File: src/design/adc_pkg.sv
// Constants, types and register layout of the converter sequencer.
// Assumes one 25 MHz clock and a 16-bit register port with 5 address bits.
package adc_pkg;
  // ****************************************
  // Register map and bit positions
  // ****************************************
  localparam logic [4:0] REG_CTRL1 = 5'h00;
  localparam logic [4:0] REG_CTRL2 = 5'h01;
  localparam logic [4:0] REG_CTRL3 = 5'h02;
  localparam logic [4:0] REG_CHSEL = 5'h03;
  localparam int BUF_SEL_BIT = 4;
  localparam logic [15:0] CTRL1_WMASK = 16'ha7ec;
  localparam logic [15:0] CTRL2_WMASK = 16'he73f;
  localparam logic [15:0] CTRL3_WMASK = 16'h9fff;
  localparam logic [15:0] CHSEL_WMASK = 16'h0707;
  localparam logic [15:0] REG_RESET = 16'h0000;
  localparam int ON_BIT = 15;
  localparam int SIDL_BIT = 13;
  localparam int RES_BIT = 10;
  localparam int FORM_LSB = 8;
  localparam int SSRC_LSB = 5;
  localparam int SIMULTANEOUS_SAMPLE_BIT = 3;
  localparam int AUTO_SAMPLE_START_BIT = 2;
  localparam int SAMPLE_ACTIVE_BIT = 1;
  localparam int DONE_BIT = 0;
  localparam int VCFG_LSB = 13;
  localparam int SCAN_ENABLE_BIT = 10;
  localparam int CHPS_LSB = 8;
  localparam int BUFFER_HALF_STATUS_BIT = 7;
  localparam int SMPI_LSB = 2;
  localparam int SPLIT_BUFFER_MODE_BIT = 1;
  localparam int ALTERNATE_SAMPLE_MODE_BIT = 0;
  localparam int RC_CLOCK_SELECT_BIT = 15;
  localparam int SAMC_LSB = 8;
  localparam int NB_LSB = 9;
  localparam int NA_LSB = 1;
  // ****************************************
  // Field encodings
  // ****************************************
  localparam logic [2:0] TRIG_SW = 3'h0;
  localparam logic [2:0] TRIG_EXT = 3'h1;
  localparam logic [2:0] TRIG_TMR3 = 3'h2;
  localparam logic [2:0] TRIG_PWM1 = 3'h3;
  localparam logic [2:0] TRIG_PWM2 = 3'h5;
  localparam logic [2:0] TRIG_AUTO = 3'h7;
  localparam logic [1:0] FMT_INT = 2'h0;
  localparam logic [1:0] FMT_SINT = 2'h1;
  localparam logic [1:0] FMT_FRAC = 2'h2;
  localparam logic [1:0] FMT_SFRAC = 2'h3;
  localparam logic [1:0] NEG_PINS = 2'h2;
  localparam logic [7:0] DIV_LIMIT = 8'h40;
  localparam logic [5:0] DIV_MAX = 6'h3f;
  // ****************************************
  // Types
  // ****************************************
  typedef enum logic [2:0] {S_OFF, S_WAIT, S_SAMPLE, S_START, S_BUSY} seq_state_t;
  typedef struct packed {
    logic enable;
    logic sampling;
    logic start;
    logic [1:0] chan;
    logic simult;
    logic use_b;
    logic scan;
    logic ref_pos_ext;
    logic ref_neg_ext;
    logic neg_pins;
    logic rc_clk;
  } analog_ctrl_t;
  typedef struct packed {
    logic done;
    logic [11:0] data;
  } conv_result_t;
endpackage

File: src/design/result_format.sv
// Packs a raw converter code into the selected 16-bit result format.
// Assumes the raw code is right-aligned; 10-bit mode uses the low ten bits.
`timescale 1ns/1ps
module result_format import adc_pkg::*; (
  input wire logic [11:0] raw,
  input wire logic res12,
  input wire logic [1:0] fmt,
  output logic [15:0] packed_out
);
  // ****************************************
  // Format selection
  // ****************************************
  // Signed forms use the inverted top data bit as sign.
  wire logic s10 = ~raw[9];
  wire logic s12 = ~raw[11];
  wire logic [15:0] f10_int = {6'h00, raw[9:0]};
  wire logic [15:0] f10_sint = {{7{s10}}, raw[8:0]};
  wire logic [15:0] f10_frac = {raw[9:0], 6'h00};
  wire logic [15:0] f10_sfrac = {s10, raw[8:0], 6'h00};
  wire logic [15:0] f12_int = {4'h0, raw};
  wire logic [15:0] f12_sint = {{5{s12}}, raw[10:0]};
  wire logic [15:0] f12_frac = {raw, 4'h0};
  wire logic [15:0] f12_sfrac = {s12, raw[10:0], 4'h0};
  // The four codes mean the same in both resolutions.
  assign packed_out = (fmt == FMT_SFRAC) ? (res12 ? f12_sfrac : f10_sfrac) :
                      (fmt == FMT_FRAC) ? (res12 ? f12_frac : f10_frac) :
                      (fmt == FMT_SINT) ? (res12 ? f12_sint : f10_sint) :
                      (res12 ? f12_int : f10_int);
endmodule

File: src/design/result_buffer.sv
// Sixteen-word result memory with one write port and a registered read.
// Assumes reads and writes come from the same clock domain.
`timescale 1ns/1ps
module result_buffer (
  input wire logic clk,
  input wire logic we,
  input wire logic [3:0] waddr,
  input wire logic [15:0] wdata,
  input wire logic [3:0] raddr,
  output logic [15:0] rdata
);
  logic [15:0] mem [16];
  // ****************************************
  // Storage
  // ****************************************
  // Read data always come from a register, a cycle after the address.
  always_ff @(posedge clk) begin
    if (we) begin
      mem[waddr] <= wdata;
    end
    rdata <= mem[raddr];
  end
endmodule

File: src/design/adc_sequencer_control.sv
// Sequencer for a successive-approximation converter: registers, sampling,
// trigger choice, conversion clock, result buffer and interrupt pacing.
// Assumes trigger pulses and converter results on clk; pins are synchronised.
// How it works
// - Converter runs only while converter_on is set.
// - With stop_in_idle set, operation pauses while idle_mode is high.
// - resolution_select picks 12-bit single channel or 10-bit up to four.
// - 10-bit results packed per output_format: integer, signed, fractional.
// - 12-bit results use same codes; fractional leaves four zero bits.
// - trigger_source picks counter, PWM, timer, pin edge or software end.
// - simultaneous_sample samples channels together; reads zero in 12-bit.
// - auto_sample_start restarts sampling after each sequence.
// - Software clear ends sampling for code 000, hardware otherwise.
// - Done set on completion; software may only clear it.
// - Done cleared at conversion start; software clear disturbs nothing.
// - reference_config chooses external or supply references.
// - scan_enable scans channel 0 positive input during sample A.
// - channel_count converts one, two or four channels; zero in 12-bit.
// - buffer_half_status shows which half is being filled.
// - Interrupt after every N-th sequence, N is interval field plus one.
// - Split mode alternates buffer halves per interrupt, else restarts.
// - alternate_sample_mode alternates sample A and B selections.
// - rc_clock_select picks RC clock or divided system clock.
// - Counter trigger samples for auto_sample_time conversion periods.
// - Period is clock times divider plus one, at most 64.
// - Group negative field 10 routes to input pins in 10-bit mode, else reference.
// - Results land in a sixteen-word buffer that software reads.
//
// The placing of the registers and the plain strobed port were decided locally.
`timescale 1ns/1ps
module adc_sequencer_control import adc_pkg::*; (
  input wire logic clk,
  input wire logic reset_n,
  input wire logic [4:0] addr,
  input wire logic [15:0] wdata,
  input wire logic wr_en,
  input wire logic rd_en,
  output logic [15:0] rdata,
  input wire logic idle_mode,
  input wire logic trig_timer3,
  input wire logic trig_pwm1,
  input wire logic trig_pwm2,
  input wire logic external_trigger_pin,
  input wire logic rc_osc_pin,
  input wire conv_result_t conv_result,
  output analog_ctrl_t analog_ctrl,
  output logic converter_interrupt_flag
);
  // ****************************************
  // Declarations
  // ****************************************
  logic [15:0] ctrl1_r, ctrl2_r, ctrl3_r, chsel_r;
  seq_state_t state_r, state_nxt;
  logic done_r, done_nxt;
  logic [1:0] ch_r;
  logic [3:0] seq_cnt_r;
  logic half_r;
  logic [3:0] wptr_r;
  logic alt_b_r;
  logic [4:0] sample_active_cnt_r;
  logic [5:0] tad_cnt_r;
  logic [2:0] ext_sync_r, rc_sync_r;
  logic [15:0] reg_q_r;
  logic rd_mem_r;
  logic [15:0] mem_q, fmt_data;

  // ****************************************
  // Field views
  // ****************************************
  // Fields that must read zero in 12-bit mode are masked here.
  wire logic conv_on = ctrl1_r[ON_BIT];
  wire logic stop_in_idle = ctrl1_r[SIDL_BIT];
  wire logic resolution_select = ctrl1_r[RES_BIT];
  wire logic [1:0] output_format = ctrl1_r[FORM_LSB+:2];
  wire logic [2:0] trigger_source = ctrl1_r[SSRC_LSB+:3];
  wire logic simultaneous_sample = ctrl1_r[SIMULTANEOUS_SAMPLE_BIT] & ~resolution_select;
  wire logic auto_sample_start = ctrl1_r[AUTO_SAMPLE_START_BIT];
  wire logic [2:0] reference_config = ctrl2_r[VCFG_LSB+:3];
  wire logic scan_enable = ctrl2_r[SCAN_ENABLE_BIT];
  wire logic [1:0] channel_count = resolution_select ? 2'h0 : ctrl2_r[CHPS_LSB+:2];
  wire logic [3:0] sequences_per_interrupt = ctrl2_r[SMPI_LSB+:4];
  wire logic split_buffer_mode = ctrl2_r[SPLIT_BUFFER_MODE_BIT];
  wire logic alternate_sample_mode = ctrl2_r[ALTERNATE_SAMPLE_MODE_BIT];
  wire logic rc_clock_select = ctrl3_r[RC_CLOCK_SELECT_BIT];
  wire logic [4:0] auto_sample_time = ctrl3_r[SAMC_LSB+:5];
  wire logic [7:0] clock_divider = ctrl3_r[7:0];
  wire logic [1:0] group_neg_input_b = chsel_r[NB_LSB+:2];
  wire logic [1:0] group_neg_input_a = chsel_r[NA_LSB+:2];
  wire logic sample_active = (state_r == S_SAMPLE);
  wire logic buffer_half_status = half_r & split_buffer_mode;

  // ****************************************
  // Decode helpers
  // ****************************************
  // Negative routing to pins only for code 10 in 10-bit mode.
  function automatic logic neg_to_pins(input logic [1:0] sel, input logic res12);
    neg_to_pins = (sel == NEG_PINS) & ~res12;
  endfunction

  // Register write decode.
  wire logic wr_c1 = wr_en & (addr == REG_CTRL1);
  wire logic wr_c2 = wr_en & (addr == REG_CTRL2);
  wire logic wr_c3 = wr_en & (addr == REG_CTRL3);
  wire logic wr_cs = wr_en & (addr == REG_CHSEL);
  wire logic sw_sample_active_set = wr_c1 & wdata[SAMPLE_ACTIVE_BIT];
  wire logic sw_sample_active_clr = wr_c1 & ~wdata[SAMPLE_ACTIVE_BIT];
  wire logic sw_done_clr = wr_c1 & ~wdata[DONE_BIT];

  // ****************************************
  // Pin synchronisers
  // ****************************************
  // Two flops before use; the third stage only serves edge detection.
  always_ff @(posedge clk) begin
    if (!reset_n) begin
      ext_sync_r <= 3'h0;
      rc_sync_r <= 3'h0;
    end else begin
      ext_sync_r <= {ext_sync_r[1:0], external_trigger_pin};
      rc_sync_r <= {rc_sync_r[1:0], rc_osc_pin};
    end
  end
  wire logic ext_edge = ext_sync_r[1] & ~ext_sync_r[2];
  wire logic rc_edge = rc_sync_r[1] & ~rc_sync_r[2];

  // ****************************************
  // Conversion clock period
  // ****************************************
  // Reserved divider codes of 64 and above clamp to the longest period.
  wire logic [5:0] div_eff = (clock_divider >= DIV_LIMIT) ? DIV_MAX : clock_divider[5:0];
  wire logic div_tick = (tad_cnt_r >= div_eff);
  wire logic tad_tick = rc_clock_select ? rc_edge : div_tick;
  always_ff @(posedge clk) begin
    if (!reset_n || rc_clock_select || div_tick) begin
      tad_cnt_r <= 6'h00;
    end else begin
      tad_cnt_r <= tad_cnt_r + 6'h01;
    end
  end

  // ****************************************
  // Sampling time and trigger choice
  // ****************************************
  // The sample counter runs in conversion periods while sampling.
  wire logic auto_end = (sample_active_cnt_r == auto_sample_time);
  always_ff @(posedge clk) begin
    if (!reset_n || !sample_active) begin
      sample_active_cnt_r <= 5'h00;
    end else if (tad_tick && !auto_end) begin
      sample_active_cnt_r <= sample_active_cnt_r + 5'h01;
    end
  end
  // Reserved trigger codes never end sampling.
  wire logic hw_trig = (trigger_source == TRIG_AUTO) ? auto_end :
                       (trigger_source == TRIG_PWM2) ? trig_pwm2 :
                       (trigger_source == TRIG_PWM1) ? trig_pwm1 :
                       (trigger_source == TRIG_TMR3) ? trig_timer3 :
                       (trigger_source == TRIG_EXT) ? ext_edge : 1'b0;
  wire logic end_sample_active = (trigger_source == TRIG_SW) ? sw_sample_active_clr : hw_trig;
  wire logic halted = stop_in_idle & idle_mode;
  wire logic last_ch = (ch_r == 2'h3) || (channel_count == 2'h0) ||
                       ((channel_count == 2'h1) && (ch_r == 2'h1));

  // ****************************************
  // Sequence state machine
  // ****************************************
  // Off forces reset of the flow; idle stop freezes it in place.
  always_comb begin
    state_nxt = state_r;
    case (state_r)
      S_OFF: state_nxt = S_WAIT;
      S_WAIT: if (auto_sample_start || sw_sample_active_set) begin
        state_nxt = S_SAMPLE;
      end
      S_SAMPLE: if (end_sample_active) begin
        state_nxt = S_START;
      end
      S_START: state_nxt = S_BUSY;
      S_BUSY: if (conv_result.done) begin
        if (!last_ch) begin
          state_nxt = S_START;
        end else if (auto_sample_start) begin
          state_nxt = S_SAMPLE;
        end else begin
          state_nxt = S_WAIT;
        end
      end
      default: state_nxt = S_OFF;
    endcase
    if (halted) begin
      state_nxt = state_r;
    end
    if (!conv_on) begin
      state_nxt = S_OFF;
    end
  end
  wire logic start_conv = sample_active & (state_nxt == S_START);
  wire logic buf_we = (state_r == S_BUSY) & conv_result.done & conv_on & ~halted;
  wire logic seq_done = buf_we & last_ch;
  wire logic irq = seq_done & (seq_cnt_r == sequences_per_interrupt);
  always_ff @(posedge clk) begin
    if (!reset_n) begin
      state_r <= S_OFF;
    end else begin
      state_r <= state_nxt;
    end
  end

  // ****************************************
  // Done flag
  // ****************************************
  // Completion wins over a software clear; writing one is ignored.
  always_comb begin
    done_nxt = done_r;
    if (start_conv || sw_done_clr) begin
      done_nxt = 1'b0;
    end
    if (seq_done) begin
      done_nxt = 1'b1;
    end
  end

  // ****************************************
  // Sequence, buffer and alternation counters
  // ****************************************
  // The buffer pointer restarts or swaps halves on every interrupt.
  always_ff @(posedge clk) begin
    if (!reset_n || !conv_on) begin
      done_r <= reset_n & done_nxt;
      ch_r <= 2'h0;
      seq_cnt_r <= 4'h0;
      half_r <= 1'b0;
      wptr_r <= 4'h0;
      alt_b_r <= 1'b0;
    end else begin
      done_r <= done_nxt;
      if (buf_we) begin
        ch_r <= last_ch ? 2'h0 : ch_r + 2'h1;
      end
      if (irq) begin
        seq_cnt_r <= 4'h0;
        half_r <= split_buffer_mode & ~half_r;
        wptr_r <= {split_buffer_mode & ~half_r, 3'h0};
      end else if (seq_done) begin
        seq_cnt_r <= seq_cnt_r + 4'h1;
        wptr_r <= wptr_r + 4'h1;
      end else if (buf_we) begin
        wptr_r <= wptr_r + 4'h1;
      end
      if (start_conv) begin
        alt_b_r <= alternate_sample_mode & ~alt_b_r;
      end
    end
  end

  // ****************************************
  // Result path
  // ****************************************
  result_format u_fmt (
    .raw(conv_result.data),
    .res12(resolution_select),
    .fmt(output_format),
    .packed_out(fmt_data)
  );
  result_buffer u_buf (
    .clk(clk),
    .we(buf_we),
    .waddr(wptr_r),
    .wdata(fmt_data),
    .raddr(addr[3:0]),
    .rdata(mem_q)
  );

  // ****************************************
  // Control registers
  // ****************************************
  // Only writable bits are stored; sample and done live in the sequencer.
  always_ff @(posedge clk) begin
    if (!reset_n) begin
      ctrl1_r <= REG_RESET;
      ctrl2_r <= REG_RESET;
      ctrl3_r <= REG_RESET;
      chsel_r <= REG_RESET;
    end else begin
      if (wr_c1) ctrl1_r <= wdata & CTRL1_WMASK;
      if (wr_c2) ctrl2_r <= wdata & CTRL2_WMASK;
      if (wr_c3) ctrl3_r <= wdata & CTRL3_WMASK;
      if (wr_cs) chsel_r <= wdata & CHSEL_WMASK;
    end
  end

  // ****************************************
  // Register read port
  // ****************************************
  // Read values, with state bits merged in and masked fields forced low.
  wire logic [15:0] ctrl1_view = (ctrl1_r & ~(16'h0001 << SIMULTANEOUS_SAMPLE_BIT)) |
                                 (16'(simultaneous_sample) << SIMULTANEOUS_SAMPLE_BIT) |
                                 (16'(sample_active) << SAMPLE_ACTIVE_BIT) | 16'(done_r);
  wire logic [15:0] ctrl2_view = (ctrl2_r & ~(16'h0003 << CHPS_LSB)) |
                                 (16'(channel_count) << CHPS_LSB) |
                                 (16'(buffer_half_status) << BUFFER_HALF_STATUS_BIT);
  wire logic [15:0] reg_sel = (addr == REG_CTRL1) ? ctrl1_view :
                              (addr == REG_CTRL2) ? ctrl2_view :
                              (addr == REG_CTRL3) ? ctrl3_r :
                              (addr == REG_CHSEL) ? chsel_r : 16'h0000;
  always_ff @(posedge clk) begin
    if (!reset_n) begin
      reg_q_r <= 16'h0000;
      rd_mem_r <= 1'b0;
    end else begin
      reg_q_r <= rd_en ? reg_sel : 16'h0000;
      rd_mem_r <= rd_en & addr[BUF_SEL_BIT];
    end
  end
  assign rdata = rd_mem_r ? mem_q : reg_q_r;

  // ****************************************
  // Converter-facing outputs
  // ****************************************
  wire logic use_b = alternate_sample_mode & alt_b_r;
  assign analog_ctrl.enable = conv_on;
  assign analog_ctrl.sampling = sample_active;
  assign analog_ctrl.start = (state_r == S_START);
  assign analog_ctrl.chan = ch_r;
  assign analog_ctrl.simult = simultaneous_sample & (channel_count != 2'h0);
  assign analog_ctrl.use_b = use_b;
  assign analog_ctrl.scan = scan_enable & ~use_b;
  assign analog_ctrl.ref_pos_ext = ~reference_config[2] & reference_config[0];
  assign analog_ctrl.ref_neg_ext = ~reference_config[2] & reference_config[1];
  assign analog_ctrl.neg_pins = use_b ? neg_to_pins(group_neg_input_b, resolution_select) :
                                neg_to_pins(group_neg_input_a, resolution_select);
  assign analog_ctrl.rc_clk = rc_clock_select;
  assign converter_interrupt_flag = irq;
endmodule

File: config.mk
export PLATFORM = sky130hd
export DESIGN_NAME = adc_sequencer_control
export DESIGN_NICKNAME = d
export VERILOG_FILES = /design/src/design/adc_pkg.sv /design/src/design/result_format.sv /design/src/design/result_buffer.sv /design/src/design/adc_sequencer_control.sv
export SDC_FILE = /design/constraint.sdc
export NUM_CORES = 1
export LEC_CHECK = 0
export BUFFER_PORTS_ARGS = -buffer_cell sky130_fd_sc_hd__buf_2
export CORE_MARGIN = 1.5
export CORE_UTILIZATION = 51
export DETAILED_ROUTE_END_ITERATION = 12
export PLACE_DENSITY = 0.68
export SLEW_MARGIN = 20
export SYNTH_ARGS = -nofsm -noshare
export SYNTH_HDL_FRONTEND = slang
export SYNTH_HIERARCHICAL = 1
export SYNTH_SLANG_ARGS = --single-unit
File: constraint.sdc
create_clock -name clk -period 7.2 [get_ports clk]
set_clock_uncertainty 0.1 [all_clocks]
set_input_delay 1.08 -clock clk [delete_from_list [all_inputs] [get_ports clk]]
set_output_delay 1.08 -clock clk [all_outputs]
set_load 0.05 [all_outputs]
==> impl_metrics.tcl <==
set metrics [dict create \
    rsz0062_at_grt "no" \
    setup_viol 0 \
    start_util 0.517 \
    max_slew_margin 0.319 \
    hold_depth 1 \
    yosys-top-cells-count "256 x edfxtp_1, 108 x dfxtp_1, 96 x nand2_1, 54 x mux4_2, 51 x nor2_1" \
    synth_most_common_cell "edfxtp_1" \
    nets 1120 \
    cts_resized 0 \
    design.core.area_um2 28700 \
    regArea_um2 9850 \
    worst-path-buf-inv 4 \
    vias 8743 \
    yosysTopAreaCell "edfxtp_1" \
    drc 0 \
    crit_slowest_cell "nand4_1" \
    dp_cells 1408 \
    placed_area_um2 15600 \
    fillerInstances 2249 \
    ys_ff_latch 364 \
    max_stage_delay_ns 0.40 \
    postCtsSetupBuffers 0 \
    ys_seq_area_frac 0.663 \
    yosys_warnings 6 \
    fmax_mhz 259 \
    drive_gt1_frac 0.235 \
    grt_use_total 0.232 \
    antenna_left 0 \
    hpwl_um 22800 \
    hold_viol 0 \
    timing.final.crit_share 0.535 \
    htreeDepth 2 \
    cts-root-buf "clkbuf_16" \
    worstSetupPathType "input pin to output port" \
    drv_slew 0 \
    powerDensity_nw_per_um2 255 \
    worst-r2r-setup-slack_ns 3.99 \
    p_total_mw 4.29 \
    endpoint_kind "output port" \
    cts_sinks 364 \
    maxCapViolations 0 \
    cts-buffers-inserted 38 \
    synth_ff_type "edfxtp_1" \
    fin_cells 1478 \
    syn-num-nets 1046 \
    final_core_util 0.586 \
    outcome "completed" \
    tightest_slew_ns 1.02 \
    worstPathMaxFanout 14 \
    clock_path_buffers 3 \
    port_buffers 72 \
    final_cell_area_um2 16800 \
    hold_class "flop to flop" \
    period_minus_slack_ns 3.85 \
    ys_top_cells_by_area "edfxtp_1 52%, dfxtp_1 15%, mux4_2 8.2%, nand2_1 2.4%, a22oi_1 2.1%" \
    ir_worst_vdd_uv 144 \
    cp-startpoint "idle_mode" \
    r2r_cells 4 \
    r2r-end "u_buf/mem[1][1]" \
    critical_path.endpoint "converter_interrupt_flag" \
    cts_tree "done" \
    critPathTopFamily "buffers and inverters" \
    avgSynthCellArea_um2 15.0 \
    syn_inst 990 \
    synth_top_area_share 0.518 \
    diodes 0 \
    r2r_start "ctrl1_r[15]" \
    grt_pass1_wl_um 52600 \
    routed_wl_um 34500 \
    drt_iter0_markers 856 \
    drtPass1Iterations 5 \
    area_delta_synth_final_pct 13.2 \
    gr-total-overflow 0 \
    insertion_delay_ns 0.53 \
    path_clk_slew_ns 0.06 \
    viasPerCell 5.92 \
    wire_per_inst_um 23.3 \
    cts_hold_buffers 0 \
    setup_slack_ns 3.35 \
    async_flop_share 0 \
    fp.dieW_um 174 \
    leakage_nw 5.91 \
    dieArea_um2 30100 \
    multiInputGateArea_um2 4740 \
    grt_pass1_vias 8501 \
    start_kind "input pin" \
    grt_max_degree 61 \
    synth.distinct_cells 69 \
    arrival_ns 2.67 \
    crit_cells 7 \
    row_count 62 \
    synth_edf_count 256 \
    crit_top_cell "buf_2" \
    ios 73 \
    critPathRequiredTime_ns 6.02 \
    syn-cell-area_um2 14800 \
    timing.hold.ws_ns 0.330 \
    die_height_um 174 \
    antenna_found_initial 0 \
    tns_ns 0 \
    crit_chain "buf_2 > nand2_1 > nand4_1 > inv_2 > nand3_1 > inv_1 > buf_2" \
    place.gp.congestion 0.835 \
    min-delay-start "ext_sync_r[0]" \
    place_ws_ns 3.29 \
]
## report_power, final
part	leakage, nW	total, mW	switching, mW	internal (mW)
Sequential	3.36	2.25	0.00881	2.24
Combinational	1.96	0.178	0.113	0.0645
Clock	0.584	1.86	0.782	1.08
Total	5.91	4.29	0.904	3.39
## worst min-delay path by stage
| stage | end | slack [ns] |
|---|---|---|
| detailed placement | ext_sync_r[1] | 0.32 |
| CTS | ext_sync_r[1] | 0.33 |
| global route | rc_sync_r[1] | 0.36 |
| finish | ext_sync_r[1] | 0.33 |
| global placement | rc_sync_r[1] | 0.31 |
| floorplan | ext_sync_r[1] | 0.31 |
## registers in the layout, summed over array words and instances, names as in the netlist, 4 cells and up
register,cells
sample_active_cnt_r,5
tad_cnt_r,6
seq_cnt_r,4
ctrl1_r,10
reg_q_r,16
wptr_r,4
ctrl2_r,12
ctrl3_r,14
u_buf/rdata,16
chsel_r,6
u_buf/mem,256
## kinds of logic after synthesis
kind of cell    Yosys count  synth area share
flops                   364             0.663
simple gates            272            0.0909
compound gates          153            0.0733
mux                     103             0.128
buf+inv                  67            0.0228
xor+xnor                 19            0.0112
fa+ha+maj                12            0.0101
## layout make-up
cell class                      instances  share of cell area
Inverter                               11             0.00246
Timing Repair Buffer                   90              0.0298
Tap cell                              384              0.0286
Clock inverter                         13             0.00670
Sequential cell                       364               0.586
Clock buffer                           57              0.0645
Multi-Input combinational cell        559               0.282
## routing by layer
metal	global-route usage	vias to the layer above	share of wire
li1	-	3958	-
met1	0.362	4418	0.46
met2	0.345	324	0.45
met3	0.0377	43	0.072
met4	0.0535	0	0.014
met5	0	-	0
## cell usage in the layout (no fill, tap or decap), types with 14 or more instances in the layout
master and count:
mux2_2 18, edfxtp_1 256, nand2_1 96, a21oi_1 20
mux4_2 54, mux2i_1 20, nor2b_1 22, buf_2 70
nand3_1 30, clkbuf_1 14, clkbuf_16 39, dfxtp_1 108
a21boi_1 35, a22oi_1 42, nor2_1 39, buf_4 20
No activity file was read; power rests on OpenSTA's default activity.
